[src/rtl/bmc_regs.svh]
`ifndef BMC_REGS_SVH
`define BMC_REGS_SVH

// Register index on the management bus
`define BMC_ADDR 5'h00
// Field positions
`define BMC_PWR_DOWN_BIT 11
`define BMC_ISOLATE_BIT 10
`define BMC_RESTART_BIT 9
`define BMC_DUPLEX_BIT 8
`define BMC_COL_TEST_BIT 7
// Reset values
`define BMC_PWR_DOWN_RST 1'h0
`define BMC_ISOLATE_RST 1'h0
`define BMC_RESTART_RST 1'h0
`define BMC_DUPLEX_RST 1'h0
`define BMC_COL_TEST_RST 1'h0
// Management frame figures
`define MDIO_PREAMBLE_BITS 6'h20
`define MDIO_HDR_BITS 5'h0c
`define MDIO_DATA_BITS 5'h10
`define MDIO_OP_READ 2'h2
`define MDIO_OP_WRITE 2'h1
`endif

[src/rtl/bmc_pkg.sv]
package bmc_pkg;
    typedef enum logic [2:0] {
        MG_IDLE,
        MG_START,
        MG_HDR,
        MG_TA,
        MG_DATA
    } mgmt_state_e;
endpackage

[src/rtl/basic_mode_control_upper.sv]
`timescale 1ns/1ps
`default_nettype none
`include "bmc_regs.svh"

module basic_mode_control_upper #(
    parameter logic [4:0] PHY_ADDR = 5'h01
) (
    input wire logic clk,
    input wire logic rst,
    input wire logic sw_reset,
    input wire logic mdc,
    input wire logic mdio_in,
    output logic mdio_out,
    output logic mdio_oe,
    input wire logic power_down_interrupt_pin_n,
    input wire logic duplex_strap,
    input wire logic an_enable,
    input wire logic an_started,
    input wire logic an_duplex_full,
    input wire logic tx_en,
    output logic col,
    output logic col_oe,
    output logic mii_out_oe,
    output logic phy_enable,
    output logic an_restart_req,
    output logic duplex_full
);

    // Two-flop synchronisers for everything arriving from pins
    logic [4:0] sync1_q;
    logic [4:0] sync1_d;
    logic [4:0] sync2_q;
    logic [4:0] sync2_d;
    logic [4:0] sync_in;
    logic mdc_prev_q;
    logic mdc_prev_d;
    logic mdc_rise;
    logic mdio_s;
    logic pd_pin_n_s;
    logic strap_s;
    logic tx_en_s;

    // Pin order inside the synchroniser word, management clock on top
    assign sync_in = {mdc, mdio_in, power_down_interrupt_pin_n, duplex_strap, tx_en};

    // Plain shift chain; the edge detector looks behind the second stage only
    always_comb begin
        sync1_d = sync_in;
        sync2_d = sync1_q;
        mdc_prev_d = sync2_q[4];
    end

    // No reset here on purpose: the chain keeps tracking the pins through
    // reset, so strap and power down pin are settled when reset lets go,
    // and no false clock edge can follow reset whatever level the pin idles at
    always_ff @(posedge clk) begin
        sync1_q <= sync1_d;
        sync2_q <= sync2_d;
        mdc_prev_q <= mdc_prev_d;
    end

    // Taps of the second stage
    assign mdio_s = sync2_q[3];
    assign pd_pin_n_s = sync2_q[2];
    assign strap_s = sync2_q[1];
    assign tx_en_s = sync2_q[0];
    assign mdc_rise = sync2_q[4] & ~mdc_prev_q;

    // Management frame engine
    bmc_pkg::mgmt_state_e st_q, st_d;
    logic [5:0] ones_q, ones_d;
    logic [4:0] cnt_q, cnt_d;
    logic [11:0] hdr_q, hdr_d;
    logic [15:0] shift_q, shift_d;
    logic out_q, out_d;
    logic oe_q, oe_d;
    logic wr_pulse;
    logic [15:0] rd_word;
    logic hit;
    logic is_read;
    logic is_write;
    logic phy_match;
    logic [1:0] hdr_op;
    logic [4:0] hdr_phy;
    logic [4:0] hdr_reg;

    // Header fields as they sit after twelve shifts, opcode first
    assign hdr_op = hdr_q[11:10];
    assign hdr_phy = hdr_q[9:5];
    assign hdr_reg = hdr_q[4:0];

    // Only our address answers; another register at our address reads zero
    assign phy_match = (hdr_phy == PHY_ADDR);
    assign hit = phy_match && (hdr_reg == `BMC_ADDR);
    assign is_read = (hdr_op == `MDIO_OP_READ);
    assign is_write = (hdr_op == `MDIO_OP_WRITE);

    // Frame walk per management clock rise: preamble ones, start bits,
    // twelve header bits, turnaround, then seventeen data-phase rises.
    // A full preamble is demanded on every frame; no suppression offered.
    always_comb begin
        st_d = st_q;
        ones_d = ones_q;
        cnt_d = cnt_q;
        hdr_d = hdr_q;
        shift_d = shift_q;
        out_d = out_q;
        oe_d = oe_q;
        wr_pulse = 1'h0;
        if (mdc_rise) begin
            unique case (st_q)
                bmc_pkg::MG_IDLE: begin
                    oe_d = 1'h0;
                    // Count preamble ones, saturating at the required length
                    if (mdio_s) begin
                        if (ones_q != `MDIO_PREAMBLE_BITS) begin
                            ones_d = ones_q + 6'h01;
                        end
                    end else begin
                        // A zero after a full preamble is the first start bit
                        if (ones_q == `MDIO_PREAMBLE_BITS) begin
                            st_d = bmc_pkg::MG_START;
                        end
                        ones_d = 6'h00;
                    end
                end
                bmc_pkg::MG_START: begin
                    // Second start bit must be one, otherwise drop the frame
                    cnt_d = 5'h00;
                    st_d = mdio_s ? bmc_pkg::MG_HDR : bmc_pkg::MG_IDLE;
                end
                bmc_pkg::MG_HDR: begin
                    // Opcode, station address, register address, MSB first
                    hdr_d = {hdr_q[10:0], mdio_s};
                    cnt_d = cnt_q + 5'h01;
                    if (cnt_q == `MDIO_HDR_BITS - 5'h01) begin
                        st_d = bmc_pkg::MG_TA;
                        cnt_d = 5'h00;
                    end
                end
                bmc_pkg::MG_TA: begin
                    // First turnaround bit sampled; a read drives zero next
                    st_d = bmc_pkg::MG_DATA;
                    cnt_d = 5'h00;
                    shift_d = rd_word;
                    if (is_read && phy_match) begin
                        oe_d = 1'h1;
                        out_d = 1'h0;
                    end
                end
                bmc_pkg::MG_DATA: begin
                    // Counts 17 edges: second turnaround, then 16 data bits
                    cnt_d = cnt_q + 5'h01;
                    if (oe_q) begin
                        out_d = shift_q[15];
                        shift_d = {shift_q[14:0], 1'h0};
                    end else if (cnt_q != 5'h00) begin
                        shift_d = {shift_q[14:0], mdio_s};
                    end
                    if (cnt_q == `MDIO_DATA_BITS) begin
                        st_d = bmc_pkg::MG_IDLE;
                        oe_d = 1'h0;
                        ones_d = 6'h00;
                        wr_pulse = is_write && hit;
                    end
                end
                default: st_d = bmc_pkg::MG_IDLE;
            endcase
        end
    end

    // Engine registers; running on clk keeps management alive in power down
    always_ff @(posedge clk) begin
        if (rst) begin
            st_q <= bmc_pkg::MG_IDLE;
            ones_q <= 6'h00;
            cnt_q <= 5'h00;
            hdr_q <= 12'h000;
            shift_q <= 16'h0000;
            out_q <= 1'h0;
            oe_q <= 1'h0;
        end else begin
            st_q <= st_d;
            ones_q <= ones_d;
            cnt_q <= cnt_d;
            hdr_q <= hdr_d;
            shift_q <= shift_d;
            out_q <= out_d;
            oe_q <= oe_d;
        end
    end

    assign mdio_out = out_q;
    assign mdio_oe = oe_q;

    // Control bits
    logic pd_q, pd_d;
    logic iso_q, iso_d;
    logic rs_q, rs_d;
    logic dup_q, dup_d;
    logic ct_q, ct_d;
    logic strap_done_q, strap_done_d;
    logic [15:0] wdata;

    // Last shift step lands in the same cycle as the write pulse
    assign wdata = {shift_q[14:0], mdio_s};

    // Control next values; later ifs override earlier ones, so set beats clear
    always_comb begin
        pd_d = pd_q;
        iso_d = iso_q;
        rs_d = rs_q;
        dup_d = dup_q;
        ct_d = ct_q;
        strap_done_d = 1'h1;
        if (!strap_done_q) begin
            // Strap caught after reset release; synchroniser has settled by then
            dup_d = strap_s;
        end
        if (wr_pulse) begin
            pd_d = wdata[`BMC_PWR_DOWN_BIT];
            iso_d = wdata[`BMC_ISOLATE_BIT];
            dup_d = wdata[`BMC_DUPLEX_BIT];
            ct_d = wdata[`BMC_COL_TEST_BIT];
            // Bits 6:0 are simply never stored
        end
        // Negotiation start clears the bit; a zero write does not
        if (an_started) begin
            rs_d = 1'h0;
        end
        if (wr_pulse && wdata[`BMC_RESTART_BIT] && an_enable) begin
            rs_d = 1'h1;
        end
        // Pin wins over any software write in the same cycle
        if (!pd_pin_n_s) begin
            pd_d = 1'h1;
        end
    end

    // Control flops; software reset clears them and re-takes the strap
    always_ff @(posedge clk) begin
        if (rst || sw_reset) begin
            pd_q <= `BMC_PWR_DOWN_RST;
            iso_q <= `BMC_ISOLATE_RST;
            rs_q <= `BMC_RESTART_RST;
            dup_q <= `BMC_DUPLEX_RST;
            ct_q <= `BMC_COL_TEST_RST;
            strap_done_q <= 1'h0;
        end else begin
            pd_q <= pd_d;
            iso_q <= iso_d;
            rs_q <= rs_d;
            dup_q <= dup_d;
            ct_q <= ct_d;
            strap_done_q <= strap_done_d;
        end
    end

    // Read image; reserved low bits stay zero
    always_comb begin
        rd_word = 16'h0000;
        rd_word[`BMC_PWR_DOWN_BIT] = pd_q;
        rd_word[`BMC_ISOLATE_BIT] = iso_q;
        rd_word[`BMC_RESTART_BIT] = rs_q;
        rd_word[`BMC_DUPLEX_BIT] = dup_q;
        rd_word[`BMC_COL_TEST_BIT] = ct_q;
        // Another register at our address reads as all zeros
        if (!hit) begin
            rd_word = 16'h0000;
        end
    end

    // Datapath side effects
    logic pd_eff;
    logic col_d;
    logic col_q;

    assign pd_eff = pd_q | ~pd_pin_n_s;

    // Transmit enable is ignored while isolated or powered down, so a MAC
    // left running on an isolated port can never fake a collision
    always_comb begin
        col_d = ct_q & tx_en_s & ~iso_q & ~pd_eff;
    end

    // Collision output flop
    always_ff @(posedge clk) begin
        if (rst) begin
            col_q <= 1'h0;
        end else begin
            col_q <= col_d;
        end
    end

    // Sync plus output flop gives about 3 clocks, ample at 10 Mb/s
    assign col = col_q;
    assign col_oe = ~iso_q;
    assign mii_out_oe = ~iso_q;
    assign phy_enable = ~pd_eff;
    assign an_restart_req = rs_q;
    assign duplex_full = an_enable ? an_duplex_full : dup_q;

endmodule // basic_mode_control_upper

`default_nettype wire

[config.mk]
export PLATFORM = sky130hd
export DESIGN_NAME = basic_mode_control_upper
export DESIGN_NICKNAME = d
export VERILOG_FILES = /design/src/rtl/bmc_pkg.sv /design/src/rtl/basic_mode_control_upper.sv
export VERILOG_INCLUDE_DIRS = /design/src /design/src/rtl
export SDC_FILE = /design/constraint.sdc
export NUM_CORES = 1
export LEC_CHECK = 0
export ABC_AREA = 0
export BUFFER_PORTS_ARGS = -buffer_cell sky130_fd_sc_hd__buf_2
export CAP_MARGIN = 0
export CORE_MARGIN = 3
export CORE_UTILIZATION = 50
export DETAILED_ROUTE_END_ITERATION = 8
export PLACE_DENSITY = 0.65
export SYNTH_ARGS = -nofsm -noshare
export SYNTH_HDL_FRONTEND = slang
export SYNTH_SLANG_ARGS = --single-unit
[constraint.sdc]
create_clock -name clk -period 5.9 [get_ports clk]
set_clock_uncertainty 0.15 [all_clocks]
set_input_delay 0.59 -clock clk [delete_from_list [all_inputs] [get_ports clk]]
set_output_delay 0.59 -clock clk [all_outputs]
set_load 0.01 [all_outputs]
==> metrics.yaml <==
status: "complete, no violations"
dp_hpwl_um: 3470
synth-edff-count: 0
rsz0062_at_grt: "false"
vias_per_cell: 5.66
p_per_area_nw_per_um2: 266
cts_made_buffers: 9
place_inst: 360
die_w_um: 79.0
die-area_um2: 6240
path_clk_slew_ns: 0.07
drtPass1Iterations: 4
synth_top_flop_cell: "dfxtp_1"
postCtsResizedCells: 0
clk_path_buf_depth: 2
stdcell_count: 376
drc: 0
required_ns: 6.01
coreArea_um2: 4940
synth_cells: 298
slew_headroom: 0.268
drt_iter0_markers: 119
synth_area_um2: 2670
hold_path_class: "flop to flop"
cts_tree: "built"
finalSetupTns_ns: 0
synth_warnings: 0
crit_fanout: 16
clock_latency_ns: 0.35
synth_top_area_cell: "dfxtp_1"
start_kind: "flop"
synth.area.top_cells: "dfxtp_1 (47%), a21oi_1 (6.2%), mux2i_1 (4.9%)"
ant_nets: 0
synth_seq_cells: 62
grt_max_degree: 39
period_minus_slack_ns: 2.85
max_freq_mhz: 350
end_kind: "flop"
seq_area_frac_synth: 0.466
arrival_ns: 2.96
grt_overflow: 0
synthArstFlopShare: 0
io_buffers: 18
antenna_found_initial: 0
power.leakage_uw: 0.00108
setup_violations: 0
syn_nets: 313
wl_um: 5180
cts_setup_buffers: 0
tightestPinTransition_ns: 1.09
ctsHoldBuffers: 0
root_buffer: "clkbuf_8"
clock_sinks: 62
vdd_drop_max_mv: 0.202
start_util: 0.539
ys_types: 46
grt_pass1_wl_um: 8940
drive_gt1_frac: 0.129
synth_top_area_frac: 0.466
drv_slew: 0
grt_pass1_vias: 1877
fp.dieH_um: 79.0
wl_per_cell_um: 13.8
num_vias: 2127
rows: 25
track_usage: 0.183
nets: 319
diodes: 0
syn_area_per_cell_um2: 8.95
syn_to_final_growth_pct: 9.48
htree_num_levels: 3
finalCritPeriodShare: 0.484
finalHoldViolCount: 0
boundaryPins: 19
maxCapViolCount: 0
gp_congestion: 0.786
crit_type: "flop to flop"
state kept, by name, indices dropped and copies added (netlist names):
register        count
an_restart_req      1
cnt_q               5
col                 1
ct_q                1
dup_q               1
hdr_q              12
iso_q               1
mdc_prev_q          1
mdio_oe             1
mdio_out            1
ones_q              6
pd_q                1
shift_q            16
st_q                3
strap_done_q        1
sync1_q             5
sync2_q             5
stage by stage:
stage          hold slack (ns)  area (um2)  power (uW)  setup slack [ns]  utilization
3_5_place_dp             0.162        2750         463              3.05        0.555
5_1_grt                  0.168        2920         811              2.81        0.591
6_report                 0.178        2920         778              3.05        0.591
4_1_cts                  0.172        2920         789              3.06        0.591
3_3_place_gp             0.160        2750         462              3.12        0.555
2_1_floorplan            0.160        2670         454              3.78            -
final timing paths:
check / start / end / slack (ns) / depth (start not counted)
min: sync1_q[4] / sync2_q[4] / 0.18 / 0
max reg2reg: st_q[2] / shift_q[8] / 3.05 / 4
max: st_q[2] / shift_q[8] / 3.05 / 4
min reg2reg: sync1_q[4] / sync2_q[4] / 0.18 / 0
worst max-delay path, stage by stage, from the launching register on:
cell and delay [ns]:
dfxtp_1 0.56, or3b_1 0.64, nor3_1 0.90, nor2_1 0.26, a211oi_1 0.26
cells by family (layout without fill, tap and decap cells):
group | Yosys count | after routing | synth area share
XOR/XNOR | 5 | 5 | 0.0164
multiplexers | 15 | 15 | 0.0572
buffers and inverters | 31 | 42 | 0.0488
adder cells (fa/ha/maj) | 4 | 4 | 0.0188
AND/OR/NAND/NOR | 103 | 103 | 0.220
flip-flops | 62 | 62 | 0.466
AO/OA/AOI/OAI | 78 | 78 | 0.173
routing by layer:
metal,vias up,global-route usage,share of wire
met3,9,0.0646,0.042
met5,-,0,0
met4,0,0.0773,0.015
li1,1090,-,-
met2,39,0.266,0.45
met1,989,0.244,0.49
cells in the mapped netlist, drive strengths merged, types with 3 or more instances:
cell type and count:
nand3 12, xnor2 5, nand2b 3, nor3 4
mux2i 13, a21o 3, buf 5, nand2 7
a211oi 9, a21oi 33, nand4 14, ha 4
and4 3, o21ai 19, a31oi 6, dfxtp 62
or3 3, inv 8, nor3b 5, o31ai 3
nor2 28, and2 5, clkbuf 18, nor2b 4
cell usage in the layout, fill, tap and decap left out, types with 5 or more instances in the layout:
cell,count
a211oi_1,9
buf_2,18
dfxtp_1,62
nand4_1,14
a21oi_1,33
nand2_1,7
mux2i_1,13
and2_1,5
nand3_1,12
clkbuf_8,9
xnor2_1,5
a31oi_1,6
inv_1,8
o21ai_0,19
nor2_1,28
power breakdown:
group / internal, uW / switching, uW
registers: 424 / 4.23
logic: 9.92 / 14.8
clock network: 152 / 172
layout make-up:
| cell class | instances | area (um2) |
|---|---|---|
| clock inverters | 7 | 50.0 |
| multi-input cells | 205 | 1300 |
| flip-flops and latches | 62 | 1240 |
| repair buffers | 18 | 90.1 |
| fillers | 480 | 2020 |
| clock buffers | 9 | 124 |
| inverters | 8 | 30.0 |
| well taps | 67 | 83.8 |
(Power assumes the default switching activity.)
